`config.mk`:
```
export PLATFORM = sky130hd
export DESIGN_NAME = cps_seq
export DESIGN_NICKNAME = d
export VERILOG_FILES = /design/src/logic/cps_pkg.sv /design/src/logic/cps_timer.sv /design/src/logic/cps_seq.sv
export SDC_FILE = /design/constraint.sdc
export NUM_CORES = 1
export LEC_CHECK = 0
export ABC_AREA = 1
export BUFFER_PORTS_ARGS = -buffer_cell sky130_fd_sc_hd__buf_2
export CAP_MARGIN = 20
export CORE_MARGIN = 8
export CORE_UTILIZATION = 50
export CTS_BUF_LIST = sky130_fd_sc_hd__clkbuf_16
export DETAILED_ROUTE_END_ITERATION = 8
export PLACE_DENSITY = 0.72
export SYNTH_ARGS = -nofsm -noshare
export SYNTH_HDL_FRONTEND = slang
export SYNTH_SLANG_ARGS = --single-unit
```
`constraint.sdc`:
```
create_clock -name pclk -period 1.6 [get_ports pclk]
set_input_delay 0.16 -clock pclk [delete_from_list [all_inputs] [get_ports pclk]]
set_output_delay 0.16 -clock pclk [all_outputs]
set_load 0.005 [all_outputs]
```
`src/logic/cps_pkg.sv`:
```
// What this block does
// - start only after supply stable 5 ms
// - power-on reset restores control register defaults
// - refuse host access until 5 ms later
// - input loss with good battery: battery mode
// - input loss, weak battery: off, later re-reset
// - 50 ms deglitch before enabling bias regulators
// - bias ramped: power good, adapter flag set
// - sample strap once after power-on reset
// - 100 ms sink pulse, input inside window
// - failed qualification retries every 2 s
// - detect cell count during qualification
// - set input current limit during qualification
// - one unloaded input conversion, result stored
// - hold converter while input short flagged
// - converter starts 226 ms after enable threshold
// - battery only: wake, close battery switch
// - battery start-up defaults to low power
// - low-power bias current limit reduced
// - battery only keeps adapter comparator active
// - host picks performance mode, buffer enable
// - cell detect on pin or bias rise, except in battery low power
// - switching frequency bit from strap decode
package cps_pkg;
    localparam int CLK_KHZ        = 125000;
    localparam int CYC_PER_MS     = CLK_KHZ;
    localparam int TMR_W          = 12;
    localparam int T_STABLE_MS    = 5;
    localparam int T_ACCESS_MS    = 5;
    localparam int T_DEGLITCH_MS  = 50;
    localparam int T_QUAL_MS      = 100;
    localparam int T_RETRY_S      = 2;
    localparam int T_CONV_MS      = 226;
    localparam int T_RETRY_MS     = T_RETRY_S * 1000;

    localparam int ADDR_W         = 12;
    localparam logic [11:0] ADDR_CTRL   = 12'h000;
    localparam logic [11:0] ADDR_STATUS = 12'h004;
    localparam logic [11:0] ADDR_CONFIG = 12'h008;
    localparam logic [11:0] ADDR_VBUS   = 12'h00C;

    // control register fields
    localparam int CTRL_LP_BIT    = 0;
    localparam int CTRL_IBUF_BIT  = 1;
    localparam int CTRL_FREQ_BIT  = 2;
    localparam int CTRL_BIASLP_BIT = 3;
    localparam logic [3:0] CTRL_RST = 4'h1;
    // strap fields
    localparam int STRAP_FREQ_BIT = 0;
    localparam int STRAP_COMP_BIT = 1;
    localparam int STRAP_TOPO_BIT = 2;
    // status and config field positions
    localparam int ST_ADAPTER_BIT = 0;
    localparam int ST_PGOOD_BIT   = 1;
    localparam int ST_QFAIL_BIT   = 2;
    localparam int ST_ACCESS_BIT  = 3;
    localparam int ST_STATE_LSB   = 8;
    localparam int CF_STRAP_LSB   = 8;
    localparam int CF_CELL_LSB    = 12;
    localparam logic [2:0] CELL_MIN = 3'h2;
    localparam logic [2:0] CELL_MAX = 3'h5;

    typedef struct packed {
        logic        vbus_ok;
        logic        vbat_ok;
        logic        vbus_conven;
        logic        vbus_acov;
        logic        bias_good;
        logic        input_path_short_flag;
        logic        cell_config_pin;
        logic        adc_done;
        logic [2:0]  cell_code;
        logic [2:0]  strap_code;
        logic [5:0]  input_limit_pin;
        logic [15:0] adc_data;
    } cps_pins_t;

    typedef struct packed {
        logic power_good_out;
        logic bias_en;
        logic bias_ilim_low;
        logic sink_pulse_en;
        logic battery_switch;
        logic conv_en;
        logic adc_start;
        logic adapter_comp_en;
        logic batt_current_buffer_en;
    } cps_pwr_t;
endpackage

```
`src/logic/cps_timer.sv`:
```
`timescale 1ns/100ps
module cps_timer #(
    parameter int W = 12
) (
    input  wire logic         clk,
    input  wire logic         rst_n,
    input  wire logic         ce,
    input  wire logic         tick,
    input  wire logic         start,
    input  wire logic [W-1:0] len,
    output logic              done
);
    if (W < 2) begin : g_bad_w
        $error("cps_timer: W too small");
    end

    logic [W-1:0] cnt_q;
    logic         run_q;
    logic         done_q;

    // one extra tick so a start mid-period never falls short
    always_ff @(posedge clk or negedge rst_n) begin
        if (!rst_n) begin
            cnt_q  <= '0;
            run_q  <= 1'b0;
            done_q <= 1'b0;
        end else if (ce) begin
            if (start) begin
                cnt_q  <= len;
                run_q  <= 1'b1;
                done_q <= 1'b0;
            end else if (run_q && tick) begin
                if (cnt_q == '0) begin
                    run_q  <= 1'b0;
                    done_q <= 1'b1;
                end else begin
                    cnt_q <= cnt_q - 1'b1;
                end
            end
        end
    end

    assign done = done_q;
endmodule

```
`src/logic/cps_seq.sv`:
```
`timescale 1ns/100ps
module cps_seq #(
    parameter int TICK_CYCLES = cps_pkg::CYC_PER_MS
) (
    input  wire logic                       pclk,
    input  wire logic                       presetn,
    input  wire logic                       ce,
    input  wire logic [cps_pkg::ADDR_W-1:0] paddr,
    input  wire logic                       psel,
    input  wire logic                       penable,
    input  wire logic                       pwrite,
    input  wire logic [31:0]                pwdata,
    input  wire logic [3:0]                 pstrb,
    output logic [31:0]                     prdata,
    output logic                            pready,
    output logic                            pslverr,
    input  wire cps_pkg::cps_pins_t         pins,
    output cps_pkg::cps_pwr_t               pwr
);
    if (TICK_CYCLES < 2) begin : g_bad_tick
        $error("cps_seq: TICK_CYCLES too small");
    end

    typedef enum logic [3:0] {
        S_OFF, S_START, S_POR, S_BATT, S_DEGLITCH, S_BIAS,
        S_QUAL, S_RETRY, S_ADC, S_WAITCONV, S_RUN
    } cps_state_t;

    ////////////////////////////////////////////////////////////////////////
    // pin synchronisers and millisecond timebase
    cps_pkg::cps_pins_t meta_q;
    cps_pkg::cps_pins_t s_q;
    logic               cfg_pin_prev_q;
    logic               bias_good_prev_q;
    logic [31:0]        tick_cnt_q;
    logic               tick_q;

    always_ff @(posedge pclk or negedge presetn) begin
        if (!presetn) begin
            meta_q           <= '0;
            s_q              <= '0;
            cfg_pin_prev_q   <= 1'b0;
            bias_good_prev_q <= 1'b0;
        end else if (ce) begin
            meta_q           <= pins;
            s_q              <= meta_q;
            cfg_pin_prev_q   <= s_q.cell_config_pin;
            bias_good_prev_q <= s_q.bias_good;
        end
    end

    always_ff @(posedge pclk or negedge presetn) begin
        if (!presetn) begin
            tick_cnt_q <= 32'h0000_0000;
            tick_q     <= 1'b0;
        end else if (ce) begin
            tick_q <= (tick_cnt_q == 32'(TICK_CYCLES - 1));
            if (tick_cnt_q == 32'(TICK_CYCLES - 1)) begin
                tick_cnt_q <= 32'h0000_0000;
            end else begin
                tick_cnt_q <= tick_cnt_q + 32'h0000_0001;
            end
        end
    end

    ////////////////////////////////////////////////////////////////////////
    // sequencer
    cps_state_t                 state_q;
    cps_state_t                 state_d;
    logic                       seq_start;
    logic [cps_pkg::TMR_W-1:0]  seq_len;
    logic                       seq_done;
    logic                       acc_done;
    logic                       conv_done;
    logic [3:0]                 ctrl_q;
    logic                       access_ok_q;
    logic                       qual_fail_q;

    wire supply_ok    = s_q.vbus_ok | s_q.vbat_ok;
    wire adapter_path = (state_q == S_DEGLITCH) | (state_q == S_BIAS) | (state_q == S_QUAL) |
                        (state_q == S_RETRY) | (state_q == S_ADC) | (state_q == S_WAITCONV) |
                        (state_q == S_RUN);
    wire powered      = (state_q == S_QUAL) | (state_q == S_RETRY) | (state_q == S_ADC) |
                        (state_q == S_WAITCONV) | (state_q == S_RUN);
    wire low_power    = ctrl_q[cps_pkg::CTRL_LP_BIT];
    wire por          = (state_q == S_POR);
    wire qual_end     = (state_q == S_QUAL) & seq_done;
    wire qual_bad     = ~s_q.vbus_conven | s_q.vbus_acov;
    wire enter_batt   = (state_d == S_BATT) & (state_q != S_BATT);
    wire batt_lp      = (state_q == S_BATT) & low_power;
    wire cell_rise    = (s_q.cell_config_pin & ~cfg_pin_prev_q) | (s_q.bias_good & ~bias_good_prev_q);
    wire cell_detect  = qual_end | (cell_rise & ~batt_lp);
    wire conv_hold    = ~s_q.vbus_conven | ~adapter_path;

    always_comb begin
        state_d   = state_q;
        seq_start = 1'b0;
        seq_len   = '0;
        case (state_q)
            S_OFF: begin
                if (supply_ok) begin
                    state_d   = S_START;
                    seq_start = 1'b1;
                    seq_len   = cps_pkg::TMR_W'(cps_pkg::T_STABLE_MS);
                end
            end
            S_START: begin
                if (!supply_ok) begin
                    state_d = S_OFF;
                end else if (seq_done) begin
                    state_d = S_POR;
                end
            end
            S_POR, S_BATT: begin
                if (s_q.vbus_ok) begin
                    state_d   = S_DEGLITCH;
                    seq_start = 1'b1;
                    seq_len   = cps_pkg::TMR_W'(cps_pkg::T_DEGLITCH_MS);
                end else if (!s_q.vbat_ok) begin
                    state_d = S_OFF;
                end else begin
                    state_d = S_BATT;
                end
            end
            S_DEGLITCH: begin
                if (seq_done) begin
                    state_d = S_BIAS;
                end
            end
            S_BIAS: begin
                if (s_q.bias_good) begin
                    state_d   = S_QUAL;
                    seq_start = 1'b1;
                    seq_len   = cps_pkg::TMR_W'(cps_pkg::T_QUAL_MS);
                end
            end
            S_QUAL: begin
                if (seq_done && (qual_fail_q || qual_bad)) begin
                    state_d   = S_RETRY;
                    seq_start = 1'b1;
                    seq_len   = cps_pkg::TMR_W'(cps_pkg::T_RETRY_MS);
                end else if (seq_done) begin
                    state_d = S_ADC;
                end
            end
            S_RETRY: begin
                if (seq_done) begin
                    state_d   = S_QUAL;
                    seq_start = 1'b1;
                    seq_len   = cps_pkg::TMR_W'(cps_pkg::T_QUAL_MS);
                end
            end
            S_ADC: begin
                if (s_q.adc_done) begin
                    state_d = S_WAITCONV;
                end
            end
            S_WAITCONV: begin
                if (conv_done && !s_q.input_path_short_flag) begin
                    state_d = S_RUN;
                end
            end
            S_RUN: state_d = S_RUN;
            default: begin
                state_d = S_OFF;
            end
        endcase
        // adapter removal: battery mode if the cell holds up, else dead
        if (adapter_path && !s_q.vbus_ok) begin
            state_d   = s_q.vbat_ok ? S_BATT : S_OFF;
            seq_start = 1'b0;
        end
    end

    always_ff @(posedge pclk or negedge presetn) begin
        if (!presetn) begin
            state_q <= S_OFF;
        end else if (ce) begin
            state_q <= state_d;
        end
    end

    cps_timer #(.W(cps_pkg::TMR_W)) u_seq_tmr (
        .clk   (pclk),
        .rst_n (presetn),
        .ce    (ce),
        .tick  (tick_q),
        .start (seq_start),
        .len   (seq_len),
        .done  (seq_done)
    );

    cps_timer #(.W(cps_pkg::TMR_W)) u_acc_tmr (
        .clk   (pclk),
        .rst_n (presetn),
        .ce    (ce),
        .tick  (tick_q),
        .start (por),
        .len   (cps_pkg::TMR_W'(cps_pkg::T_ACCESS_MS)),
        .done  (acc_done)
    );

    // restarted while below the enable threshold, so it measures from the crossing
    cps_timer #(.W(cps_pkg::TMR_W)) u_conv_tmr (
        .clk   (pclk),
        .rst_n (presetn),
        .ce    (ce),
        .tick  (tick_q),
        .start (conv_hold),
        .len   (cps_pkg::TMR_W'(cps_pkg::T_CONV_MS)),
        .done  (conv_done)
    );

    ////////////////////////////////////////////////////////////////////////
    // captured configuration
    logic [2:0]  strap_q;
    logic [2:0]  cell_count_q;
    logic [5:0]  input_current_limit_q;
    logic [15:0] input_voltage_result_q;

    // widened: a high code must saturate, not wrap
    wire [2:0] cell_dec = ({1'b0, s_q.cell_code} + {1'b0, cps_pkg::CELL_MIN} > {1'b0, cps_pkg::CELL_MAX}) ?
                          cps_pkg::CELL_MAX : 3'(s_q.cell_code + cps_pkg::CELL_MIN);

    always_ff @(posedge pclk or negedge presetn) begin
        if (!presetn) begin
            strap_q                <= 3'h0;
            cell_count_q           <= cps_pkg::CELL_MIN;
            input_current_limit_q  <= 6'h00;
            input_voltage_result_q <= 16'h0000;
            qual_fail_q            <= 1'b0;
            access_ok_q            <= 1'b0;
        end else if (ce) begin
            if (por) begin
                strap_q <= s_q.strap_code;
            end
            if (cell_detect) begin
                cell_count_q <= cell_dec;
            end
            if (qual_end) begin
                input_current_limit_q <= s_q.input_limit_pin;
            end
            if (state_q == S_ADC && s_q.adc_done) begin
                input_voltage_result_q <= s_q.adc_data;
            end
            if (seq_start && state_d == S_QUAL) begin
                qual_fail_q <= 1'b0;
            end else if (state_q == S_QUAL && qual_bad) begin
                qual_fail_q <= 1'b1;
            end
            access_ok_q <= acc_done & ~por & (state_d > S_POR);
        end
    end

    ////////////////////////////////////////////////////////////////////////
    // apb slave, one wait state
    logic        pready_q;
    logic        pslverr_q;
    logic [31:0] prdata_q;

    wire        acc     = psel & penable & ~pready_q;
    wire        hit_c   = (paddr == cps_pkg::ADDR_CTRL);
    wire        hit_s   = (paddr == cps_pkg::ADDR_STATUS);
    wire        hit_f   = (paddr == cps_pkg::ADDR_CONFIG);
    wire        hit_v   = (paddr == cps_pkg::ADDR_VBUS);
    wire        mapped  = hit_c | hit_s | hit_f | hit_v;
    wire        bad     = ~access_ok_q | ~mapped | (pwrite & ~hit_c);
    wire        wr_ctrl = acc & pwrite & ~bad & pstrb[0];
    wire [31:0] st_word = {20'h00000, 4'(state_q), 4'h0, access_ok_q, qual_fail_q,
                           pwr.power_good_out, powered};
    wire [31:0] cf_word = {17'h00000, cell_count_q, 1'b0, strap_q, 2'h0, input_current_limit_q};
    wire [31:0] rd_word = hit_c ? {28'h0000000, ctrl_q} :
                          hit_s ? st_word :
                          hit_f ? cf_word :
                          hit_v ? {16'h0000, input_voltage_result_q} : 32'h0000_0000;

    always_ff @(posedge pclk or negedge presetn) begin
        if (!presetn) begin
            pready_q  <= 1'b0;
            pslverr_q <= 1'b0;
            prdata_q  <= 32'h0000_0000;
        end else if (ce) begin
            pready_q  <= acc;
            pslverr_q <= acc & bad;
            prdata_q  <= (acc && !pwrite && !bad) ? rd_word : 32'h0000_0000;
        end
    end

    always_ff @(posedge pclk or negedge presetn) begin
        if (!presetn) begin
            ctrl_q <= cps_pkg::CTRL_RST;
        end else if (ce) begin
            if (por) begin
                ctrl_q                         <= cps_pkg::CTRL_RST;
                ctrl_q[cps_pkg::CTRL_FREQ_BIT] <= s_q.strap_code[cps_pkg::STRAP_FREQ_BIT];
            end else if (enter_batt) begin
                ctrl_q[cps_pkg::CTRL_LP_BIT] <= 1'b1;
            end else if (wr_ctrl) begin
                ctrl_q <= pwdata[3:0];
            end
        end
    end

    assign prdata  = prdata_q;
    assign pready  = pready_q;
    assign pslverr = pslverr_q;

    ////////////////////////////////////////////////////////////////////////
    // power outputs
    cps_pkg::cps_pwr_t pwr_q;
    cps_pkg::cps_pwr_t pwr_d;
    wire bias_lp_en = ctrl_q[cps_pkg::CTRL_BIASLP_BIT];

    always_comb begin
        pwr_d                        = '0;
        pwr_d.bias_en                = adapter_path & (state_q != S_DEGLITCH) |
                                       (state_q == S_BATT) & (~low_power | bias_lp_en);
        pwr_d.bias_ilim_low          = batt_lp & bias_lp_en;
        pwr_d.power_good_out         = powered;
        pwr_d.sink_pulse_en          = (state_d == S_QUAL);
        pwr_d.battery_switch         = (state_d == S_BATT);
        pwr_d.conv_en                = (state_d == S_RUN);
        pwr_d.adc_start              = (state_q == S_QUAL) & (state_d == S_ADC);
        pwr_d.adapter_comp_en        = (state_d == S_BATT);
        pwr_d.batt_current_buffer_en = ctrl_q[cps_pkg::CTRL_IBUF_BIT];
    end

    always_ff @(posedge pclk or negedge presetn) begin
        if (!presetn) begin
            pwr_q <= '0;
        end else if (ce) begin
            pwr_q <= pwr_d;
        end
    end

    assign pwr = pwr_q;
endmodule

```
# == Word-level counts from Yosys, hierarchy flattened ==
# Index checks and enable logic that the tools add are counted.
# word_totals
ff_bits,229
input_bits,90
output_inout_bits,43
elab_cells,253
# classes
addsub,6
magnitude_cmp,2
n_eq_ne,24
n_mux,67
bitwise,53
reduce_logical,44
# op_table
operator,count
$mux W12,9
$mux W16,5
$pmux W11 S5,1
$mux W4,13
$logic_not A12 Y1,4
$pmux W4 S10,1
$sub A12 B1 Y12 const B,3
$add A32 B1 Y32 const B,1
$eq A32 B17 Y1 const B,1
$mux W32,1
$mux W1,27
$eq A12 B4 Y1 const B,2
$or A1 B1 Y1,22
$reduce_and A3 Y1,7
$eq A4 B3 Y1 const B,5
$eq A4 B4 Y1 const B,5
$and A1 B1 Y1,19
$reduce_bool A2 Y1,8
$mux W7,2
$eq A12 B3 Y1 const B,1
$eq A4 B2 Y1 const B,3
$mux W3,4
$not A1 Y1,12
$reduce_and A2 Y1,6
other kinds (18),34

# == Logic depth before layout (Yosys ltp) ==
# logic_depth
depth_word,13
mapped_depth,14
ltp_nobuf,12

# == Cells and area by module ==
# Synthesis repeated with hierarchy kept, for this count alone.
# unflattened
cells_unflattened,1420
area_unflattened_um2,11035.6
# by_module_without_submodules
module,n_inst,cells_per_inst,area_each_um2,seq_area_each_um2
cps_seq,1,967,7987.7,4281.6
cps_timer,3,151,1016.0,350.3

# == Least setup slack after synthesis ==
# OpenSTA, ideal clock, no wires.
# synth_path
path_type,register to register
from,register tick_cnt_q[1]
to,register tick_cnt_q[30]
setup_time_ps,122
arrival_ps,1639
required_time_ps,1478
slack_ps,-161
path_stages_with_launch,12
n_path_buf,0
synth_period_minus_slack_ps,1761
path_cell_list,dfrtp_1 > ha_1 > nand3_2 > nor2_2 > nand2_2 > nor2_4 > nand3_2 > nor2_1 > nand2_1 > nor2_2 > nand2_1 > xor2_1
# synth_via
elab_chain_cells,2
elab_cells_between_ends,3
classes_between,add/sub (1); eq/ne (1); mux (1)
# synth_lines
item,line_no,text
"start, declared",cps_seq.sv:35,logic [31:0] tick_cnt_q;
"start signal, assigned",cps_seq.sv:61,tick_cnt_q <= tick_cnt_q + 32'h0000_0001;
$add A32 B1 Y32 / $eq A32 B17 Y1 (equally long branches),"cps_seq.sv:61, cps_seq.sv:58",
$mux W32 (*),cps_seq.sv:58,if (tick_cnt_q == 32'(TICK_CYCLES - 1)) begin
# Mark *: on every way between the ends. The rest lies on a longest branch, timed or not.
# A chain may end at the register's enable or synchronous reset.

# == Final worst setup path ==
# layout_path
from,register state_q[1]
to,register u_seq_tmr.cnt_q[9]
# layout_via
elab_chain_cells,11
elab_cells_between_ends,25
classes_between,eq/ne (10); mux (4); bitwise (6); reduce/logical (5)
# layout_lines
item,line_no,text
"start, declared",cps_seq.sv:68,cps_state_t state_q;
"start signal, assigned",cps_seq.sv:179,state_q <= state_d;
$eq A4 B3 Y1 (on tied branches),"cps_seq.sv:80, cps_seq.sv:99",
$or A1 B1 Y1 (3 in a row),cps_seq.sv:80,wire adapter_path = (state_q == S_DEGLITCH) | (state_q == S_BIAS) | (state_q == S_QUAL) |
$or A1 B1 Y1 (3 in a row),cps_seq.sv:81,(state_q == S_RETRY) | (state_q == S_ADC) | (state_q == S_WAITCONV) |
$logic_and A1 B1 Y1,cps_seq.sv:169,if (adapter_path && !s_q.vbus_ok) begin
$mux W1,cps_seq.sv:169,
$ne A2 B2 Y1 (no line) / $reduce_bool A2 Y1 (equally long branches),--,
$reduce_and A3 Y1 (no line),--,
"end signal, assigned",cps_timer.sv:29,cnt_q <= len;
"end signal, assigned",cps_timer.sv:37,cnt_q <= cnt_q - 1'b1;
"end, declared",cps_timer.sv:17,logic [W-1:0] cnt_q;
# Several ways; a longest one is shown, not always the timed one.

==> metrics.txt <==
Final nets=1726; final non-filler cell total=1923; Worst setup EP type=flop; peak supply drop=0.00131 V; commonest non-fill, non-tap cells in the layout=nand2_1 (358), dfrtp_1 (204), buf_4 (168); vias in the first global route=9922; adder-cell area share of the yosys netlist=0.714%; worst endpoint required time=roughly 2.0 ns; Starting Density=50.5%; most frequent CP cell=nor2_4; Layout area overhead=42.1%; clock sink count=213; # Max-Cap Violations=0; total power=20.0 mW; DRC=0; Cells after DPL=about 1.8k; area leader, netlist=dfrtp_1; clock tree buffer depth=3; FP Rows=between 50 and 60; fin worst setup slack=-0.229 ns; routed wire length=between 20000 and 30000 um; Inserted Clock Buffers=24; Avg Vias per Cell=5.25; Die Y=161 um; fin. max-slew vios=0; GRT Overall Usage=21.7%; Setup violations, final=70; cell count after synthesis=1306; normalized max-slew margin=a little over three fifths; die area=25900 sq um; fraction of the mapped netlist area in simple logic gates=28.2%; average wire per standard cell=15.5 um; Hold Vio Cnt, Final=0; Final ANT Viol Nets=0; Synth area leaders=dfrtp_1 (50%), nand2_1 (14%), o21ai_0 (5.6%); mean area per synthesized cell=8.05 sq um; critical path arrival=between 2 and 2.5 ns; Core ar.=20800 sq um; Clock Skews=0.0187 ns; clk_lat worst skew=0.52 ns; FMAX=547 MHz; Cell Pwr Density=1340 nW/um^2; top_reg_cell synth=dfrtp_1; Placer Congestion=0.905; XOR/XNOR share of the synthesized area=2.92%; Cell Chain, Critical Path=inv_4, nand2_2, nor2_4, nand2_2, nand3_4, nor2_4, nor2_4, nand2_2, nand2_4, buf_12, nand2_8, nor2_4, a21oi_2; initial antenna violation count=0; CTS root buf=clkbuf_16; fin crit period=approximately 1.8 ns; Ports=133; global route total overflow=0; main combinational cell family by area after synthesis=simple AND/OR/NAND/NOR gates; clock transition at the registers of the reported paths=0.06 ns; EDFF count, synth=0; Synth Register Bits=between 200 and 250; Die X=161 um; # diodes=0; highest metal used=met4; final period utilization=114%; WL met1=between 10000 and 15000 um; unique cell type count in the Yosys netlist=48; IO Port Bufs=between 80 and 90; Starting DRT DRC Count=669; status=finished with violations; CTS tree=yes; DR vias=~10k; Largest stage delay, worst path=just under 0.5 ns; drt first pass iters=5; DP HPWL=19200 um; met2 wire len=14700 um; startpoint types=flop; failing checks=negative setup slack; commonest non-fill, non-tap cell in the layout=nand2_1; LEAKAGE=7.46 nW; RSZ-0062 raised after global routing=yes; met3 routed WL=1840 um; FFs w/ async S/R, synth=100%; Worst Tran Pin Value=0.562 ns; Compound-Gate Fraction of Synth Area=a little under a tenth; top-area cell type share of the netlist area=between 50% and 60%; Syn Std Cell Area=10500 sq um; layout cells sized above 1=about 34%; setup TNS=-8.35 ns; Max stage delay cell, worst path=dfrtp_2; first-pass GRT wire length=47500 um; worst-path fanout max=6; largest net degree at the start of global routing=64; Syn. warnings=0; register area share after synthesis=50.7%; hold crit path type=in2reg; CP Class=reg2reg; H-tree depth=1; multiplexer share of the synthesized area=0%
[path summary, 6_finish.rpt]
path / startpoint / slack, ns / endpoint / depth (start not counted)
worst min register to register: tick_cnt_q[29] / 0.47 / tick_cnt_q[29] / 1
max in group asynchronous: presetn / 0.77 / prdata[3] / 3
worst max-delay path: state_q[1] / -0.23 / u_seq_tmr.cnt_q[9] / 13
worst max register to register: state_q[1] / -0.23 / u_seq_tmr.cnt_q[9] / 13
worst min-delay path: psel / 0.08 / pslverr / 5
min in group asynchronous: presetn / 0.19 / u_acc_tmr.cnt_q[6] / 2
[per-stage QoR]
stage / worst slack (ns) / cell area (sq um) / util [%] / hold WS (ns)
after floorplan: -0.0528 / 10600 / - / -0.136
after global routing: -0.347 / 14900 / 71.8 / 0.0909
after CTS: -0.163 / 14300 / 68.6 / 0.0971
after detailed placement: -0.277 / 12400 / 59.4 / 0.179
after global placement: -0.184 / 12400 / 59.4 / 0.178
final: -0.229 / 14900 / 71.8 / 0.0829
[what timing repair did]
| action | CTS | global route |
|---|---|---|
| setup buffers | 33 | 21 |
| endpoints found under the setup margin | 70 | 95 |
| hold buffers | 41 | 0 |
| gates resized for setup | 116 | 145 |
| hold endpoints to repair | 83 | 0 |
| pin swaps | 42 | 61 |
| gates cloned | 3 | 0 |
[cells in the mapped netlist, types with 4 or more instances]
cell	n
nand2_1	403
dfrtp_1	211
inv_1	129
o21ai_0	118
nor2_1	102
nand3_1	66
xor2_1	31
clkbuf_1	30
nand4_1	28
buf_4	19
a21oi_1	16
inv_2	13
nor2_2	13
nor3_1	13
nor4_1	12
o21ai_1	12
nor2_4	9
nand2_2	8
ha_1	6
a21oi_2	5
nand3_2	5
nand3b_1	5
nand2_4	4
o31ai_1	4
xnor2_1	4
[layout make-up]
cell class,instances,area [sq um]
fillers,1497,5880
flip-flops and latches,213,5340
clock inverters,20,180
repair buffers,335,2670
inverters,144,576
well taps,275,344
multi-input cells,912,5230
clock buffers,24,601
[per-layer routing]
metal	GRT usage [%]	vias up
met3	3.23	62
met4	5.68	0
met5	0	-
met1	28.3	4889
met2	37.2	330
li1	-	4813
[flip-flops by register name (all words and copies together), names as in the netlist, 3 cells and up]
| signal | cells |
|---|---|
| meta_q | 36 |
| s_q | 36 |
| tick_cnt_q | 32 |
| input_voltage_result_q | 16 |
| prdata | 16 |
| u_acc_tmr.cnt_q | 12 |
| u_conv_tmr.cnt_q | 12 |
| u_seq_tmr.cnt_q | 12 |
| pwr | 8 |
| input_current_limit_q | 6 |
| ctrl_q | 4 |
| state_q | 4 |
| cell_count_q | 3 |
| strap_q | 3 |
[report_power, final]
group          leakage [nW]  internal (mW)  switching, mW
combinational          4.36           3.47           4.06
sequential             2.69           6.29          0.732
clock                 0.401           3.22           2.20
[critical path: cells and delay by family (launching register included)]
| kind | cells | cell delay, ns |
|---|---|---|
| compound gates | 1 | 0.03 |
| buf+inv | 2 | 0.22 |
| flops | 1 | 0.49 |
| simple gates | 10 | 0.95 |
[logic make-up (layout without fill, tap and decap cells)]
group | Yosys count | in the layout
xor gates and xnor gates | 35 | 35
other | 1 | 16
and+or+nand+nor | 674 | 677
DFF | 213 | 213
buffers and inverters | 199 | 523
adders and majority gates | 6 | 6
AOI/OAI and AO/OA | 178 | 178
Note: power is estimated with default switching activity, not from simulation.
